==> src/pkg/lpmc_pkg.sv <==
package lpmc_pkg;

  // ****************************************************************
  // Register map (byte addresses)
  // ****************************************************************
  localparam logic [7:0] ADDR_CTRL_A   = 8'h00;  // power_ctrl_reg_a
  localparam logic [7:0] ADDR_CTRL_B   = 8'h04;  // power_ctrl_reg_b
  localparam logic [7:0] ADDR_KEY_WAKE = 8'h08;  // key_wake_enable_reg
  localparam logic [7:0] ADDR_STATUS   = 8'h0c;  // Block state
  localparam logic [7:0] ADDR_CPU_IF   = 8'h10;  // Program counter readback (read only)

  // ****************************************************************
  // Field positions
  // ****************************************************************
  localparam int A_STOP_BIT  = 7;
  localparam int A_RELEASE_SENSE_SELECT_BIT  = 6;
  localparam int A_RETURN_MODE_SELECT_BIT  = 5;
  localparam int A_HOLD_BIT  = 4;
  localparam int A_WUT_LSB   = 1;
  localparam int B_XEN_BIT   = 7;
  localparam int B_XTEN_BIT  = 6;
  localparam int B_SYSCK_BIT = 5;
  localparam int B_HALT_BIT  = 4;

  // ****************************************************************
  // Reset values
  // ****************************************************************
  localparam logic [7:0] CTRL_A_RST = 8'h00;
  localparam logic [7:0] CTRL_B_RST = 8'h80;
  localparam logic [3:0] KEY_RST    = 4'h0;

  // ****************************************************************
  // Warm-up exponents
  // ****************************************************************
  localparam int WU_FAST_E16 = 16;
  localparam int WU_FAST_E14 = 14;
  localparam int WU_FAST_E10 = 10;
  localparam int WU_SLOW_E13 = 13;
  localparam int WU_SLOW_E6  = 6;
  localparam int WU_CNT_W    = 18;

  // Run modes
  typedef enum logic [1:0] {
    LPMC_RUN_FAST1 = 2'b00,
    LPMC_RUN_FAST2 = 2'b01,
    LPMC_RUN_SLOW  = 2'b10
  } lpmc_run_t;

  // Controller states
  typedef enum logic [1:0] {
    LPMC_ST_RUN    = 2'b00,
    LPMC_ST_STOP   = 2'b01,
    LPMC_ST_WARMUP = 2'b10,
    LPMC_ST_HALT   = 2'b11
  } lpmc_state_t;

endpackage : lpmc_pkg

==> src/verilog/lpmc_ctrl.sv <==
// Contract
// RULE_01: Writing stop bit one enters deep stop
// RULE_02: Stop kills oscillators, halts, state held
// RULE_03: Stop entry clears prescaler and divider
// RULE_04: PC left two past mode-start instruction
// RULE_05: Level mode: release pin or key wake
// RULE_06: Active release at stop write starts warm-up
// RULE_07: Software checks release idle before stopping
// RULE_08: No re-entry to stop during warm-up
// RULE_09: Edge-to-level switch waits for rising edge
// RULE_10: Edge mode: rising edge only, stop anyway
// RULE_11: Software avoids key wake in edge mode
// RULE_12: Restart oscillators according to return mode
// RULE_13: Warm-up halted, length from three-bit select
// RULE_14: After warm-up resume next instruction
// RULE_15: Reset pin releases all, fast single run
// RULE_16: Software masks interrupts around stop
// RULE_17: Halt stops CPU and watchdog only
// RULE_18: Software order: MASTER_IRQ_ENABLE off, EF on, halt
// RULE_19: Halt exit self-clears bit, prior run mode
// RULE_20: MASTER_IRQ_ENABLE zero: enabled irq resumes, no service
// RULE_21: MASTER_IRQ_ENABLE one: enabled irq starts service
// RULE_22: Watchdog irq just before halt cancels halt
// RULE_23: Return select picks fast or slow run
// RULE_24: Warm-up counts per code and clock
// RULE_25: Hold enable keeps ports driven in stop
// RULE_26: Warm-up counter gates CPU clock until done
//
// Design decisions made here: register access over APB and the register addresses.
module lpmc_ctrl #(
  parameter int NUM_KEYS = 4 // Key wake-up inputs
) (
  input  wire logic                pclk,              // APB clock
  input  wire logic                presetn,           // Reset pin, active low
  input  wire logic                psel,              // APB select
  input  wire logic                penable,           // APB enable
  input  wire logic                pwrite,            // APB direction
  input  wire logic [7:0]          paddr,             // APB address
  input  wire logic [31:0]         pwdata,            // APB write data
  output logic      [31:0]         prdata,            // APB read data
  output logic                     pready,            // APB ready
  output logic                     pslverr,           // APB error
  input  wire logic                release_pin,       // Stop release pin level
  input  wire logic [NUM_KEYS-1:0] key_wakeup_inputs, // Active low keys
  input  wire logic                irq_pending,       // Latched and enabled irq
  input  wire logic                master_irq_enable, // CPU master enable
  input  wire logic                wdt_irq,           // Watchdog interrupt
  input  wire logic                pc_advance,        // CPU retires instruction
  output logic                     cpu_clk_en,        // CPU clock gate
  output logic                     wdt_run,           // Watchdog runs
  output logic                     periph_clk_en,     // Peripheral clock
  output logic                     fast_osc_en,       // Fast oscillator
  output logic                     slow_osc_en,       // Slow oscillator
  output logic                     divider_clr,       // Clear prescaler chain
  output logic                     port_out_en,       // Port drivers enabled
  output logic                     release_pin_oe,    // Release pin driver
  output logic                     irq_service,       // Take interrupt vector
  output logic      [15:0]         pc_out             // Program counter
);

  initial
  begin
    if (NUM_KEYS < 1 || NUM_KEYS > 8)
      $error("NUM_KEYS out of range");
  end

  // ****************************************************************
  // Warm-up terminal count
  // ****************************************************************
  function automatic logic [lpmc_pkg::WU_CNT_W-1:0] wu_count(input logic [2:0] sel,
                                                             input logic       slow);
    logic [lpmc_pkg::WU_CNT_W-1:0] one;
    logic [lpmc_pkg::WU_CNT_W-1:0] b;
    one = {{(lpmc_pkg::WU_CNT_W-1){1'b0}}, 1'b1};
    if (sel[0])
      b = one << (slow ? lpmc_pkg::WU_SLOW_E6 : lpmc_pkg::WU_FAST_E10);
    else if (sel[2])
      b = one << (slow ? lpmc_pkg::WU_SLOW_E6 : lpmc_pkg::WU_FAST_E14);
    else
      b = one << (slow ? lpmc_pkg::WU_SLOW_E13 : lpmc_pkg::WU_FAST_E16);
    wu_count = sel[1] ? b : (b + (b << 1));
  endfunction

  lpmc_pkg::lpmc_state_t         state_reg, state_next;
  lpmc_pkg::lpmc_run_t           run_reg, run_next;
  logic [7:0]                    a_reg, a_next;
  logic [7:0]                    b_reg, b_next;
  logic [NUM_KEYS-1:0]           key_reg, key_next;
  logic                          edge_mode_reg, edge_mode_next;
  logic                          pin_q_reg, pin_q_next;
  logic [lpmc_pkg::WU_CNT_W-1:0] wu_reg, wu_next;
  logic [lpmc_pkg::WU_CNT_W-1:0] wu_term_reg, wu_term_next;
  logic [15:0]                   pc_reg, pc_next;
  logic                          svc_reg, svc_next;
  logic [31:0]                   rdata_reg, rdata_next;

  logic wr, rd, rise, key_hit, level_rel, release_now, mapped;

  assign wr      = psel && penable && pwrite;
  assign rd      = psel && !penable && !pwrite;
  assign rise    = release_pin && !pin_q_reg;
  assign key_hit = |(key_reg & ~key_wakeup_inputs[NUM_KEYS-1:0]);
  assign level_rel = release_pin || key_hit;                              // RULE_05
  assign release_now = edge_mode_reg ? rise : level_rel;                  // RULE_10
  assign mapped  = paddr == lpmc_pkg::ADDR_CTRL_A || paddr == lpmc_pkg::ADDR_CTRL_B
                || paddr == lpmc_pkg::ADDR_KEY_WAKE || paddr == lpmc_pkg::ADDR_STATUS
                || paddr == lpmc_pkg::ADDR_CPU_IF;

  // ****************************************************************
  // Next-state logic
  // ****************************************************************
  always_comb
  begin
    state_next     = state_reg;
    run_next       = run_reg;
    a_next         = a_reg;
    b_next         = b_reg;
    key_next       = key_reg;
    pin_q_next     = release_pin;
    wu_next        = wu_reg;
    wu_term_next   = wu_term_reg;
    pc_next        = pc_reg;
    svc_next       = 1'b0;
    rdata_next     = rdata_reg;
    edge_mode_next = edge_mode_reg;
    // Level mode only takes effect after a rising edge
    if (!a_reg[lpmc_pkg::A_RELEASE_SENSE_SELECT_BIT])
      edge_mode_next = 1'b1;
    else if (rise)
      edge_mode_next = 1'b0;                                              // RULE_09
    if (wr)
    begin
      unique case (paddr)
        lpmc_pkg::ADDR_CTRL_A:   a_next = pwdata[7:0];
        lpmc_pkg::ADDR_CTRL_B:   b_next = pwdata[7:0];
        lpmc_pkg::ADDR_KEY_WAKE: key_next = pwdata[NUM_KEYS-1:0];
        default:                 a_next = a_next;
      endcase
    end
    if (rd)
    begin
      unique case (paddr)
        lpmc_pkg::ADDR_CTRL_A:   rdata_next = {24'h0, a_reg};
        lpmc_pkg::ADDR_CTRL_B:   rdata_next = {24'h0, b_reg};
        lpmc_pkg::ADDR_KEY_WAKE: rdata_next = {{(32-NUM_KEYS){1'b0}}, key_reg};
        lpmc_pkg::ADDR_STATUS:   rdata_next = {26'h0, edge_mode_reg, release_pin,
                                               run_reg, state_reg};
        lpmc_pkg::ADDR_CPU_IF:   rdata_next = {16'h0, pc_reg};
        default:                 rdata_next = 32'h0;
      endcase
    end
    unique case (state_reg)
      lpmc_pkg::LPMC_ST_RUN:
      begin
        if (pc_advance)
          pc_next = pc_reg + 16'h0001;
        if (a_next[lpmc_pkg::A_STOP_BIT] && !a_reg[lpmc_pkg::A_STOP_BIT])
        begin
          pc_next = pc_reg + 16'h0002;                                    // RULE_04
          run_next = a_next[lpmc_pkg::A_RETURN_MODE_SELECT_BIT] ? lpmc_pkg::LPMC_RUN_SLOW
                   : (b_reg[lpmc_pkg::B_XTEN_BIT] ? lpmc_pkg::LPMC_RUN_FAST2
                                                  : lpmc_pkg::LPMC_RUN_FAST1); // RULE_23
          wu_term_next = wu_count(a_next[lpmc_pkg::A_WUT_LSB+2:lpmc_pkg::A_WUT_LSB],
                                  a_next[lpmc_pkg::A_RETURN_MODE_SELECT_BIT]);          // RULE_24
          wu_next = '0;
          if (!edge_mode_reg && level_rel)
            state_next = lpmc_pkg::LPMC_ST_WARMUP;                        // RULE_06
          else
            state_next = lpmc_pkg::LPMC_ST_STOP;                          // RULE_01
        end
        else if (b_next[lpmc_pkg::B_HALT_BIT] && !b_reg[lpmc_pkg::B_HALT_BIT])
        begin
          if (wdt_irq)
          begin
            b_next[lpmc_pkg::B_HALT_BIT] = 1'b0;                          // RULE_22
            svc_next = 1'b1;
          end
          else
          begin
            pc_next = pc_reg + 16'h0002;                                  // RULE_04
            state_next = lpmc_pkg::LPMC_ST_HALT;
          end
        end
      end
      lpmc_pkg::LPMC_ST_STOP:
      begin
        wu_next = '0;
        if (release_now)
          state_next = lpmc_pkg::LPMC_ST_WARMUP;                          // RULE_05
      end
      lpmc_pkg::LPMC_ST_WARMUP:
      begin
        wu_next = wu_reg + 1'b1;                                          // RULE_26
        if (wu_next >= wu_term_reg)
        begin
          state_next = lpmc_pkg::LPMC_ST_RUN;                             // RULE_14
          a_next[lpmc_pkg::A_STOP_BIT] = 1'b0;
          b_next[lpmc_pkg::B_SYSCK_BIT] = run_reg == lpmc_pkg::LPMC_RUN_SLOW;
          b_next[lpmc_pkg::B_XEN_BIT]  = run_reg != lpmc_pkg::LPMC_RUN_SLOW;
        end
      end
      lpmc_pkg::LPMC_ST_HALT:
      begin
        if (irq_pending)
        begin
          state_next = lpmc_pkg::LPMC_ST_RUN;
          b_next[lpmc_pkg::B_HALT_BIT] = 1'b0;                            // RULE_19
          svc_next = master_irq_enable;                                   // RULE_20 RULE_21
        end
      end
      default: state_next = lpmc_pkg::LPMC_ST_RUN;
    endcase
  end

  // ****************************************************************
  // Registers
  // ****************************************************************
  always_ff @(posedge pclk or negedge presetn)
  begin
    if (!presetn)
    begin
      state_reg     <= lpmc_pkg::LPMC_ST_RUN;                             // RULE_15
      run_reg       <= lpmc_pkg::LPMC_RUN_FAST1;
      a_reg         <= lpmc_pkg::CTRL_A_RST;
      b_reg         <= lpmc_pkg::CTRL_B_RST;
      key_reg       <= lpmc_pkg::KEY_RST;
      edge_mode_reg <= 1'b1;
      pin_q_reg     <= 1'b0;
      wu_reg        <= '0;
      wu_term_reg   <= '0;
      pc_reg        <= 16'h0000;
      svc_reg       <= 1'b0;
      rdata_reg     <= 32'h0;
    end
    else
    begin
      state_reg     <= state_next;
      run_reg       <= run_next;
      a_reg         <= a_next;
      b_reg         <= b_next;
      key_reg       <= key_next;
      edge_mode_reg <= edge_mode_next;
      pin_q_reg     <= pin_q_next;
      wu_reg        <= wu_next;
      wu_term_reg   <= wu_term_next;
      pc_reg        <= pc_next;
      svc_reg       <= svc_next;
      rdata_reg     <= rdata_next;
    end
  end

  // ****************************************************************
  // Outputs
  // ****************************************************************
  logic in_stop;
  assign in_stop        = state_reg == lpmc_pkg::LPMC_ST_STOP;
  assign pready         = 1'b1;
  assign pslverr        = psel && penable && !mapped;
  assign prdata         = rdata_reg;
  assign cpu_clk_en     = state_reg == lpmc_pkg::LPMC_ST_RUN;             // RULE_17
  assign wdt_run        = state_reg == lpmc_pkg::LPMC_ST_RUN;
  assign periph_clk_en  = !in_stop && state_reg != lpmc_pkg::LPMC_ST_WARMUP; // RULE_13
  assign fast_osc_en    = !in_stop && run_reg != lpmc_pkg::LPMC_RUN_SLOW;  // RULE_02 RULE_12
  assign slow_osc_en    = !in_stop && (run_reg != lpmc_pkg::LPMC_RUN_FAST1);
  assign divider_clr    = in_stop;                                        // RULE_03
  assign port_out_en    = !in_stop || a_reg[lpmc_pkg::A_HOLD_BIT];        // RULE_25
  assign release_pin_oe = !in_stop;
  assign irq_service    = svc_reg;
  assign pc_out         = pc_reg;

  // ****************************************************************
  // Checks
  // ****************************************************************
  property p_no_restop;
    @(posedge pclk) disable iff (!presetn)
    state_reg == lpmc_pkg::LPMC_ST_WARMUP |=> state_reg != lpmc_pkg::LPMC_ST_STOP;
  endproperty
  a_no_restop: assert property (p_no_restop) else $error("Stop re-entered"); // RULE_08

  property p_halt_clear;
    @(posedge pclk) disable iff (!presetn)
    state_reg == lpmc_pkg::LPMC_ST_HALT && irq_pending
      |=> !b_reg[lpmc_pkg::B_HALT_BIT] && state_reg == lpmc_pkg::LPMC_ST_RUN;
  endproperty
  a_halt_clear: assert property (p_halt_clear) else $error("Halt bit kept"); // RULE_19

  property p_stop_quiet;
    @(posedge pclk) disable iff (!presetn)
    in_stop |-> !fast_osc_en && !slow_osc_en && !cpu_clk_en && divider_clr;
  endproperty
  a_stop_quiet: assert property (p_stop_quiet) else $error("Stop not quiet"); // RULE_02

  property p_edge_only;
    @(posedge pclk) disable iff (!presetn)
    in_stop && edge_mode_reg && !rise |=> in_stop;
  endproperty
  a_edge_only: assert property (p_edge_only) else $error("Edge release wrong"); // RULE_10

  property p_svc;
    @(posedge pclk) disable iff (!presetn)
    state_reg == lpmc_pkg::LPMC_ST_HALT && irq_pending |=> irq_service == $past(master_irq_enable);
  endproperty
  a_svc: assert property (p_svc) else $error("Service choice wrong"); // RULE_21

  property p_wdt;
    @(posedge pclk) disable iff (!presetn)
    state_reg == lpmc_pkg::LPMC_ST_RUN && wdt_irq && !(a_next[lpmc_pkg::A_STOP_BIT]
      && !a_reg[lpmc_pkg::A_STOP_BIT]) |=> state_reg != lpmc_pkg::LPMC_ST_HALT;
  endproperty
  a_wdt: assert property (p_wdt) else $error("Halt despite watchdog"); // RULE_22

  property p_gate;
    @(posedge pclk) disable iff (!presetn)
    state_reg == lpmc_pkg::LPMC_ST_WARMUP |-> !cpu_clk_en && !periph_clk_en;
  endproperty
  a_gate: assert property (p_gate) else $error("Clock ungated in warm-up"); // RULE_26

  property p_ports;
    @(posedge pclk) disable iff (!presetn)
    in_stop |-> port_out_en == a_reg[lpmc_pkg::A_HOLD_BIT] && !release_pin_oe;
  endproperty
  a_ports: assert property (p_ports) else $error("Port drive wrong"); // RULE_25

endmodule // lpmc_ctrl

==> config.mk <==
export PLATFORM = sky130hd
export DESIGN_NAME = lpmc_ctrl
export DESIGN_NICKNAME = d
export VERILOG_FILES = /design/src/pkg/lpmc_pkg.sv /design/src/verilog/lpmc_ctrl.sv
export SDC_FILE = /design/constraint.sdc
export NUM_CORES = 1
export LEC_CHECK = 0
export BUFFER_PORTS_ARGS = -buffer_cell sky130_fd_sc_hd__buf_2
export CAP_MARGIN = 0
export CORE_AREA = 2 2 104 106
export CTS_CLUSTER_DIAMETER = 60
export DETAILED_ROUTE_END_ITERATION = 16
export DIE_AREA = 0 0 106 108
export GPL_ROUTABILITY_DRIVEN = 0
export PLACE_DENSITY = 0.92
export RECOVER_POWER = 100
export SLEW_MARGIN = 20
export SYNTH_ARGS = -nofsm -noshare
export SYNTH_HDL_FRONTEND = slang
export SYNTH_SLANG_ARGS = --single-unit
==> constraint.sdc <==
create_clock -name pclk -period 4.4 [get_ports pclk]
set_input_delay 0.22 -clock pclk [delete_from_list [all_inputs] [get_ports pclk]]
set_output_delay 0.22 -clock pclk [all_outputs]
set_load 0.02 [all_outputs]
# --- Yosys cells after proc, flatten, opt, wreduce, memory -nomap -nowiden ---
# Index checks and enable logic that the tools add are counted.
word_totals:
  elab_cells: 126
  n_memories: 0
  reg_bits: 111
  mem_bits_rw: 0
  mem_bits_ro: 0
  latch_bits: 0
  in_bits: 54
op_classes:
  shifts: 3
  n_addsub: 4
  mul: 0
  n_reduce_logical: 37
  n_eq_ne: 17
  order_cmp: 1
  n_div: 0
  n_bitwise: 2
  mux: 48
ops:
  columns: ["op", "n"]
  rows:
  - ["$mux 18", 6]
  - ["$pmux 16 s5", 1]
  - ["$mux 16", 4]
  - ["$pmux 18 s3", 1]
  - ["$shl 1x4->18 const A", 2]
  - ["$mux 8", 4]
  - ["$add 18x1->18 const B", 1]
  - ["$add 18x18->18", 1]
  - ["$ge 18x18->1", 1]
  - ["$mux 1", 18]
  - ["$shl 1x5->18 const A", 1]
  - ["$add 16x1->16 const B", 1]
  - ["$add 16x2->16 const B", 1]
  - ["$eq 8x4->1 const B", 2]
  - ["$mux 2", 8]
  - ["$logic_and 1x1->1", 12]
  - ["$ne 2x2->1 const B", 5]
  - ["$reduce_and 2->1", 5]
  - ["$eq 8x3->1 const B", 1]
  - ["$eq 8x5->1 const B", 1]
  - ["$logic_not 1->1", 8]
  - ["$logic_not 8->1", 1]
  - ["$mux 4", 2]
  - ["$pmux 2 s4", 1]
  - ["15 further kinds", 24]

# --- Logic depth before layout (Yosys ltp) ---
# Gate-level depths: netlist of run 1.
logic_depth:
  ltp_word: 11
  depth_mapped: 18
  depth_no_buf: 16

# --- Least setup slack after synthesis of run 1 ---
# No wires, ideal clock.
synth_path:
  path_type: "in2reg"
  from: "in paddr[2]"
  to: "reg wu_term_reg[7] (netlist bit)"
  setup_slack_ps: 1039
  setup_ps: 137
  arrival_time_ps: 3224
  path_buffers: 3
  t_required_ps: 4263
  cell_stages: 14
  path_cell_list: "buf_6 nor4_4 nand3_2 buf_6 mux2i_1 ha_1 clkbuf_1 nor4b_1 ha_1 a21o_1 o311ai_0 o21ai_0 o21ai_0 a22oi_1"
synth_via:
  elab_chain_cells: 11
synth_lines:
  columns: ["element", "line", "rtl"]
  rows:
  - ["from (decl)", "lpmc_ctrl.sv:38", "input wire logic [7:0] paddr,"]
  - ["$logic_not 8->1 (*)", "lpmc_ctrl.sv:133", "unique case (paddr)"]
  - ["$mux 8 (*)", "lpmc_ctrl.sv:133", null]
  - ["$mux 8 (*)", "lpmc_ctrl.sv:131", "if (wr)"]
  - ["$mux 5 or $mux 4 (tied branches)", "lpmc_ctrl.sv:80, lpmc_ctrl.sv:78", null]
  - ["$shl 1x5->18 or $shl 1x4->18 (tied branches)", "lpmc_ctrl.sv:80, lpmc_ctrl.sv:78", null]
  - ["$mux 18", "lpmc_ctrl.sv:77", "else if (sel[2])"]
  - ["$mux 18", "lpmc_ctrl.sv:75", "if (sel[0])"]
  - ["$mux 18", "lpmc_ctrl.sv:157", "if (a_next[lpmc_pkg::A_STOP_BIT] && !a_reg[lpmc_pkg::A_STOP_BIT])"]
  - ["$mux 18", "lpmc_ctrl.sv:152", "unique case (state_reg)"]
  - ["$add 18x18->18", "lpmc_ctrl.sv:81", "wu_count = sel[1] ? b : (b + (b << 1));"]
  - ["$mux 18", "lpmc_ctrl.sv:81", null]
  - ["to (signal assigned)", "lpmc_ctrl.sv:245", "wu_term_reg <= wu_term_next;"]
  - ["to (decl)", "lpmc_ctrl.sv:92", "logic [lpmc_pkg::WU_CNT_W-1:0] wu_term_reg, wu_term_next;"]
# Every way passes the cells marked *; elsewhere a longest branch is shown, timed or not. The select of a mux whose other input is x is not followed.
# A chain may end at the register's enable or synchronous reset.

# --- Final worst setup path of run 1 ---
layout_path:
  from: "in paddr[2]"
  to: "reg wu_term_reg[7] (netlist bit)"
layout_via:
  elab_chain_cells: 11
layout_lines:
  columns: ["element", "line", "rtl"]
  rows:
  - ["$logic_not 8->1 (*)", "lpmc_ctrl.sv:133", null]
  - ["$mux 8 (*)", "lpmc_ctrl.sv:133", null]
  - ["$mux 8 (*)", "lpmc_ctrl.sv:131", null]
  - ["via a_next[5]", "lpmc_ctrl.sv:86", "logic [7:0] a_reg, a_next;"]
  - ["$mux 5 or $mux 4 (tied branches)", "lpmc_ctrl.sv:80, lpmc_ctrl.sv:78", null]
  - ["$shl 1x5->18 or $shl 1x4->18 (tied branches)", "lpmc_ctrl.sv:80, lpmc_ctrl.sv:78", null]
  - ["$mux 18", "lpmc_ctrl.sv:77", null]
  - ["$mux 18 (*)", "lpmc_ctrl.sv:75", null]
  - ["$mux 18 (*)", "lpmc_ctrl.sv:157", null]
  - ["$mux 18 (*)", "lpmc_ctrl.sv:152", null]
  - ["$add 18x18->18", "lpmc_ctrl.sv:81", null]
  - ["$mux 18 (*)", "lpmc_ctrl.sv:81", null]
# Mark *: on every way through the listed nets, which the timed path passes. The rest lies on a longest branch. The select of a mux whose other input is x is not followed.

==> metrics.txt, run 1 <==
# TYPE chip_impl_metric gauge
chip_impl_info{name="outcome",value="finished with violations"} 1
chip_impl_info{name="failed_checks",value="max-capacitance violations, max-slew violations"} 1
chip_impl_metric{name="global_route_wire_length_before_repair",unit="um"} 26500
chip_impl_metric{name="synth_edf_count",unit=""} 0
chip_impl_metric{name="boundaryPins",unit=""} 113
chip_impl_metric{name="final_net_count",unit=""} 850
chip_impl_metric{name="post_layout_nonfiller_instances",unit=""} 896
chip_impl_metric{name="post_synth_mux_area_share",unit="%"} 5.82
chip_impl_metric{name="global_route.overflow_total",unit=""} 0
chip_impl_metric{name="timing.max_cap.violations",unit=""} 1
chip_impl_metric{name="n_fill_cell",unit=""} 812
chip_impl_metric{name="drt-wirelength-per-cell",unit="um"} 17.9
chip_impl_metric{name="yosysWarnings",unit=""} 0
chip_impl_metric{name="placement_rows",unit=""} 37
chip_impl_metric{name="pre_repair_dr_iteration_count",unit=""} 8
chip_impl_info{name="top_cells_by_area_synth",value="dfrtp_1, ha_1, nand2_1"} 1
chip_impl_metric{name="synthesis.instances",unit=""} 689
chip_impl_metric{name="htreeDepth",unit=""} 3
chip_impl_metric{name="total_power",unit="mW"} 2.35
chip_impl_metric{name="holdBufCountCts",unit=""} 2
chip_impl_metric{name="fraction_of_final_layout_cells_with_drive_strength_greater_than_1",unit="%"} 9.61
chip_impl_metric{name="report.final.setup_viol",unit=""} 0
chip_impl_info{name="tritoncts",value="yes"} 1
chip_impl_metric{name="final_hold_viol_count",unit=""} 0
chip_impl_info{name="timing.critical_path.slowest_stage_cell",value="mux2i_1"} 1
chip_impl_metric{name="max_slew_margin",unit="%"} -62.6
chip_impl_metric{name="detail_route.wirelength",unit="um"} 16100
chip_impl_metric{name="width_of_the_die",unit="um"} 106
chip_impl_metric{name="cts_resized",unit=""} 0
chip_impl_metric{name="flow.area_growth_from_synthesis",unit="%"} 8.74
chip_impl_metric{name="ff2ff_setup_slack",unit="ns"} 0.76
chip_impl_metric{name="port_buffers",unit=""} 71
chip_impl_metric{name="achievable-frequency",unit="GHz"} 0.254
chip_impl_metric{name="floorplan.die.height",unit="um"} 108
chip_impl_info{name="capturing_element_type_of_the_critical_path",value="register"} 1
chip_impl_metric{name="detailed_place_hpwl",unit="um"} 11700
chip_impl_metric{name="min_period_over_period",unit="%"} 89.6
chip_impl_info{name="worst_hold_startpoint",value="master_irq_enable"} 1
chip_impl_metric{name="async_reset_ff_share",unit="%"} 100
chip_impl_metric{name="ys_ff_latch",unit=""} 95
chip_impl_metric{name="initial_util",unit="%"} 60.7
chip_impl_info{name="critPathLaunchType",value="primary input"} 1
chip_impl_info{name="mostFrequentLayoutCell",value="dfrtp_1"} 1
chip_impl_metric{name="max_slew.worst_pin.slew",unit="ns"} 2.44
chip_impl_info{name="crit_path_cell_trace",value="buf_2, nor4_4, nand3_1, mux2i_1, inv_1, ha_1, o41ai_1, o21ai_0, inv_1, ha_1, a21o_1, o311ai_0, o21ai_0, o21ai_0, a22oi_1"} 1
chip_impl_metric{name="drc",unit=""} 0
chip_impl_info{name="combinational_family_with_the_most_area_after_synthesis",value="simple AND/OR/NAND/NOR gates"} 1
chip_impl_metric{name="p_leak",unit="nW"} 3.37
chip_impl_info{name="critPathMostFrequentCell",value="o21ai_0"} 1
chip_impl_info{name="setup.worst_path.class",value="in -> reg"} 1
chip_impl_info{name="crit_path_start",value="paddr[2]"} 1
chip_impl_metric{name="antenna_cells_inserted",unit=""} 0
chip_impl_metric{name="critical_path.max_stage_delay",unit="ns"} 0.56
chip_impl_metric{name="power_density_over_the_cells",unit="nW/um^2"} 348
chip_impl_metric{name="clock_latency",unit="ns"} 0.38
chip_impl_metric{name="post_cts.repair.setup_buffers",unit=""} 0
chip_impl_metric{name="floorplan.core_area",unit="sq um"} 10200
chip_impl_info{name="final_cell_mix",value="dfrtp_1, nand2_1, clkbuf_1, nor2_1"} 1
chip_impl_metric{name="fin_skew",unit="ns"} 0.0162
chip_impl_metric{name="largest_net_degree_at_the_start_of_global_routing",unit=""} 52
chip_impl_info{name="synth_flop_cell",value="dfrtp_1"} 1
chip_impl_metric{name="number_of_antenna_violations_at_the_first_check_in_global_routing",unit=""} 0
chip_impl_metric{name="clkSlewWorstSetupHoldPaths",unit="ns"} 0.10
chip_impl_info{name="worstReg2RegStart",value="wu_reg[0]"} 1
chip_impl_metric{name="crit_arrival",unit="ns"} 4.17
chip_impl_metric{name="synthSimpleGateAreaFrac",unit="%"} 19.9
chip_impl_metric{name="yosysTopAreaCellShare",unit="%"} 37.5
chip_impl_info{name="hold_path.class",value="in -> reg"} 1
chip_impl_metric{name="sequential_cell_area",unit="sq um"} 2380
chip_impl_metric{name="worst-path-max-fanout",unit=""} 14
chip_impl_metric{name="layout_min_cycle_time",unit="ns"} 3.94
chip_impl_metric{name="clkSinkCount",unit=""} 95
chip_impl_metric{name="max-clock-path-buffers",unit=""} 2
chip_impl_metric{name="initialDrtViolationCount",unit=""} 412
chip_impl_info{name="synth_top_area_cell",value="dfrtp_1"} 1
chip_impl_metric{name="syn_area_per_cell",unit="sq um"} 9.02
chip_impl_metric{name="synth-seq-area-share",unit="%"} 38.3
chip_impl_metric{name="numCtsBuffers",unit=""} 9
chip_impl_metric{name="die_area",unit="sq um"} 11400
chip_impl_metric{name="vdd_drop_max",unit="uV"} 198
chip_impl_metric{name="post_drt_via_cell_ratio",unit=""} 6.24
chip_impl_metric{name="fin_setup_tns",unit="ns"} 0
chip_impl_metric{name="dr_vias",unit=""} 5593
chip_impl_metric{name="required",unit="ns"} 4.63
chip_impl_info{name="rsz0062_at_grt",value="false"} 1
chip_impl_metric{name="grt_use_total",unit="%"} 29.1
chip_impl_metric{name="post_synth_fa_ha_maj_area_fraction",unit="%"} 8.26
chip_impl_metric{name="netlist_cell_types",unit=""} 66
chip_impl_metric{name="place_inst",unit=""} 878
chip_impl_metric{name="synth-compound-area-share",unit="%"} 15.6
chip_impl_metric{name="ant_nets",unit=""} 0
chip_impl_info{name="clock-root-buffer",value="clkbuf_8"} 1
chip_impl_metric{name="area_used_by_multi_input_combinational_logic",unit="sq um"} 3500
chip_impl_metric{name="first_global_vias",unit=""} 5415
chip_impl_metric{name="slew_violations",unit=""} 46
chip_impl_metric{name="syn-cell-area",unit="sq um"} 6210
chip_impl_metric{name="synthXorXnorAreaFrac",unit="%"} 5.50
worst max-delay path, delay by kind of cell:
family / cells / cell delay [ns]
AOI/OAI and AO/OA: 7 / 1.40
adders and majority gates: 2 / 0.67
buffers and inverters: 3 / 0.46
muxes: 1 / 0.56
and+or+nand+nor: 2 / 0.83
kinds of logic after synthesis:
logic type	Yosys count
simple gates	251
compound gates	144
flops	95
buf+inv	85
fa+ha+maj	41
xor+xnor	39
mux	32
other cells	2
stage by stage:
stage | worst slack (ns) | hold WS [ns] | area [sq um] | utilization [%]
after floorplan | 1.04 | -0.0756 | 6310 | -
after global placement | 0.565 | 0.238 | 6600 | 64.5
after detailed placement | 0.394 | 0.248 | 6600 | 64.5
after CTS | 0.700 | 0.0817 | 6840 | 66.9
after global routing | 0.173 | 0.0862 | 6760 | 66.0
final | 0.458 | 0.0874 | 6760 | 66.0
synthesized netlist by cell type (all sizes together) (5+ instances only):
cell type	number
nor2b	6
mux2	17
a22oi	10
a21o	14
inv	39
o21ai	36
nand2b	9
clkbuf	21
buf	25
a21oi	31
xor2	15
nand4	17
nor3	14
nand3	41
o31ai	7
ha	41
xnor2	24
nor2	44
dfrtp	93
and3	12
nand2	89
mux2i	15
and2	5
a222oi	5
o22ai	5
per-layer routing:
layer / GRT usage, % / routed length, um / vias to the layer above
met2: 49.2 / 7910 / 319
met1: 37.4 / 6520 / 2682
met5: 0 / 0 / -
met3: 3.62 / 1120 / 60
li1: - / - / 2532
met4: 13.7 / 507 / 0
report_power, final:
part / internal, mW / switching, mW
logic: 0.211 / 0.478
registers: 0.921 / 0.0787
clock network: 0.328 / 0.332
path summary, 6_finish.rpt:
| path | to | cells after the start |
|---|---|---|
| max | wu_term_reg[7] | 15 |
| min | irq_service | 3 |
| max reg2reg | state_reg[1] | 11 |
| min reg2reg | edge_mode_reg | 1 |
| max in group asynchronous | wu_reg[5] | 3 |
| min in group asynchronous | b_reg[2] | 2 |
final cells by class:
type                            instances  area share (%)
Multi-Input combinational cell        534            51.8
Sequential cell                        95            35.2
Timing Repair Buffer                   76            4.96
Tap cell                              136            2.52
Inverter                               39            2.20
Clock buffer                           11            1.94
Clock inverter                          5            1.32
(Power assumes the default switching activity.)
==> inputs of run 2 (changes only) <==
- CORE_AREA: 2 2 104 106 -> 2 2 127 129
- DIE_AREA: 0 0 106 108 -> 0 0 129 131
- PLACE_DENSITY: 0.92 -> 0.68
==> metrics.txt, run 2 (synthesis results as in run 1) <==
# TYPE chip_impl_metric gauge
chip_impl_metric{name="worst-path-max-fanout",unit=""} 14
chip_impl_metric{name="cts_resized",unit=""} 0
chip_impl_metric{name="fraction_of_final_layout_cells_with_drive_strength_greater_than_1",unit="%"} 10.1
chip_impl_metric{name="max_slew_margin",unit="%"} -79.8
chip_impl_metric{name="largest_net_degree_at_the_start_of_global_routing",unit=""} 50
chip_impl_info{name="outcome",value="finished with violations"} 1
chip_impl_metric{name="met2WireLength",unit="um"} 6790
chip_impl_info{name="mostFrequentLayoutCell",value="dfrtp_1"} 1
chip_impl_metric{name="vdd_drop_max",unit="uV"} 187
chip_impl_info{name="critPathLaunchType",value="primary input"} 1
chip_impl_metric{name="number_of_antenna_violations_at_the_first_check_in_global_routing",unit=""} 0
chip_impl_metric{name="critical_path.max_stage_delay",unit="ns"} 0.56
chip_impl_metric{name="max-clock-path-buffers",unit=""} 2
chip_impl_metric{name="final_hold_viol_count",unit=""} 0
chip_impl_metric{name="required",unit="ns"} 4.62
chip_impl_metric{name="crit_arrival",unit="ns"} 3.90
chip_impl_info{name="timing.critical_path.slowest_stage_cell",value="nor4b_1"} 1
chip_impl_metric{name="power.share.combinational",unit="%"} 27.3
chip_impl_metric{name="final_net_count",unit=""} 856
chip_impl_metric{name="initial_util",unit="%"} 39.8
chip_impl_metric{name="power_density_over_the_cells",unit="nW/um^2"} 353
chip_impl_metric{name="fin_setup_tns",unit="ns"} 0
chip_impl_metric{name="floorplan.die.height",unit="um"} 131
chip_impl_metric{name="place_ws",unit="ns"} 0.603
chip_impl_metric{name="achievable-frequency",unit="GHz"} 0.272
chip_impl_metric{name="first_global_vias",unit=""} 4863
chip_impl_info{name="final_cell_mix",value="dfrtp_1, nand2_1, clkbuf_1, nor2_1"} 1
chip_impl_metric{name="placement_rows",unit=""} 46
chip_impl_metric{name="min_period_over_period",unit="%"} 83.6
chip_impl_info{name="tritoncts",value="yes"} 1
chip_impl_metric{name="width_of_the_die",unit="um"} 129
chip_impl_metric{name="global_route.overflow_total",unit=""} 0
chip_impl_metric{name="report.final.setup_viol",unit=""} 0
chip_impl_metric{name="drt-wirelength-per-cell",unit="um"} 15.4
chip_impl_metric{name="seq_power_share",unit="%"} 40.7
chip_impl_metric{name="port_buffers",unit=""} 71
chip_impl_metric{name="global_route_wire_length_before_repair",unit="um"} 24600
chip_impl_metric{name="power.internal",unit="mW"} 1.53
chip_impl_metric{name="die_area",unit="sq um"} 16900
chip_impl_metric{name="p_leak",unit="nW"} 3.42
chip_impl_metric{name="timing.hold.ws",unit="ns"} 0.132
chip_impl_metric{name="antenna_cells_inserted",unit=""} 0
chip_impl_metric{name="total_met3_wirelength_after_detailed_routing",unit="um"} 645
chip_impl_metric{name="fin_ws",unit="ns"} 0.722
chip_impl_info{name="rsz0062_at_grt",value="false"} 1
chip_impl_info{name="setup.worst_path.class",value="in -> reg"} 1
chip_impl_info{name="crit_path_cell_trace",value="clkbuf_1, nor4_4, nand3_1, mux2i_1, ha_1, nor4b_1, ha_1, a21o_1, o311ai_0, o21ai_0, o21ai_0, a22oi_1"} 1
chip_impl_metric{name="floorplan.core_area",unit="sq um"} 15600
chip_impl_info{name="capturing_element_type_of_the_critical_path",value="register"} 1
chip_impl_metric{name="htreeDepth",unit=""} 3
chip_impl_info{name="failed_checks",value="max-capacitance violations, max-slew violations"} 1
chip_impl_metric{name="numCtsBuffers",unit=""} 9
chip_impl_metric{name="drc",unit=""} 0
chip_impl_metric{name="dr_vias",unit=""} 5147
chip_impl_metric{name="fin_skew",unit="ns"} 0.00972
chip_impl_metric{name="grt_use_total",unit="%"} 18.6
chip_impl_metric{name="pre_repair_dr_iteration_count",unit=""} 5
chip_impl_metric{name="ant_nets",unit=""} 0
chip_impl_metric{name="boundaryPins",unit=""} 113
chip_impl_metric{name="p_switching",unit="mW"} 0.927
chip_impl_metric{name="detailed_place_hpwl",unit="um"} 11400
chip_impl_metric{name="layout_min_cycle_time",unit="ns"} 3.68
chip_impl_metric{name="n_fill_cell",unit=""} 1526
chip_impl_metric{name="route.layer.met1.wl",unit="um"} 7410
chip_impl_metric{name="power.share.clock",unit="%"} 32.0
chip_impl_metric{name="total_power",unit="mW"} 2.46
chip_impl_metric{name="clock_latency",unit="ns"} 0.35
chip_impl_metric{name="initialDrtViolationCount",unit=""} 384
chip_impl_metric{name="max_slew.worst_pin.slew",unit="ns"} 2.70
chip_impl_metric{name="clkSinkCount",unit=""} 95
chip_impl_metric{name="post_drt_via_cell_ratio",unit=""} 5.24
chip_impl_metric{name="slew_violations",unit=""} 50
chip_impl_metric{name="timing.max_cap.violations",unit=""} 1
chip_impl_metric{name="clkSlewWorstSetupHoldPaths",unit="ns"} 0.07
chip_impl_metric{name="detail_route.wirelength",unit="um"} 15100
chip_impl_info{name="hold_path.class",value="in -> reg"} 1
chip_impl_metric{name="holdBufCountCts",unit=""} 2
chip_impl_metric{name="post_cts.repair.setup_buffers",unit=""} 0
chip_impl_info{name="route.top_layer_used",value="met4"} 1
chip_impl_metric{name="flow.area_growth_from_synthesis",unit="%"} 12.4
chip_impl_metric{name="swShare",unit="%"} 37.7
chip_impl_info{name="clock-root-buffer",value="clkbuf_16"} 1
run 2: layout make-up:
| cell class | instances | area, sq um | share of cell area (%) |
|---|---|---|---|
| sequential | 95 | 2380 | 34.1 |
| inverter | 39 | 149 | 2.13 |
| clock inverter | 7 | 73.8 | 1.06 |
| timing repair buffer | 82 | 363 | 5.20 |
| multi-input combinational | 534 | 3520 | 50.4 |
| clock buffer | 9 | 225 | 3.23 |
| tap | 216 | 270 | 3.87 |
run 2: metal layers:
metal	GRT usage, %	up-vias
met5	0	-
met4	6.07	0
met3	2.73	19
met2	28.9	120
met1	26.9	2461
li1	-	2547
run 2: critical path, delay by kind of cell:
| kind | cells | cell delay [ns] |
|---|---|---|
| simple gates | 3 | 1.28 |
| fa+ha+maj | 2 | 0.93 |
| compound gates | 5 | 0.70 |
| mux | 1 | 0.52 |
| buf+inv | 1 | 0.24 |
run 2: power groups by stage:
stage               clock network [mW]  registers [mW]  logic [mW]
floorplan                            0            1.02       0.467
global placement                     0            1.02       0.680
detailed placement                   0            1.02       0.687
CTS                              0.804            1.00       0.690
global route                     0.839            1.01       0.748
finish                           0.787            1.00       0.672
run 2: final timing paths:
| check | cells past startpoint | to | slack, ns | from |
|---|---|---|---|---|
| setup / recovery | 12 | wu_term_reg[7] | 0.72 | paddr[2] |
| min in group asynchronous | 2 | pc_out[0] | 1.25 | presetn |
| max in group asynchronous | 3 | wu_reg[1] | 1.40 | presetn |
| hold / removal | 2 | a_reg[6] | 0.13 | pwdata[6] |
| setup reg to reg | 12 | b_reg[5] | 0.99 | wu_reg[0] |
| hold reg to reg | 1 | edge_mode_reg | 0.42 | a_reg[6] |
run 2: stage by stage:
step / cell area [sq um] / util [%] / cells
2_1_floorplan: 6310 / - / 714
3_3_place_gp: 6750 / 43.3 / 964
3_5_place_dp: 6750 / 43.3 / 964
4_1_cts: 7070 / 45.3 / 982
5_1_grt: 6980 / 44.8 / 982
6_report: 6980 / 44.8 / 982
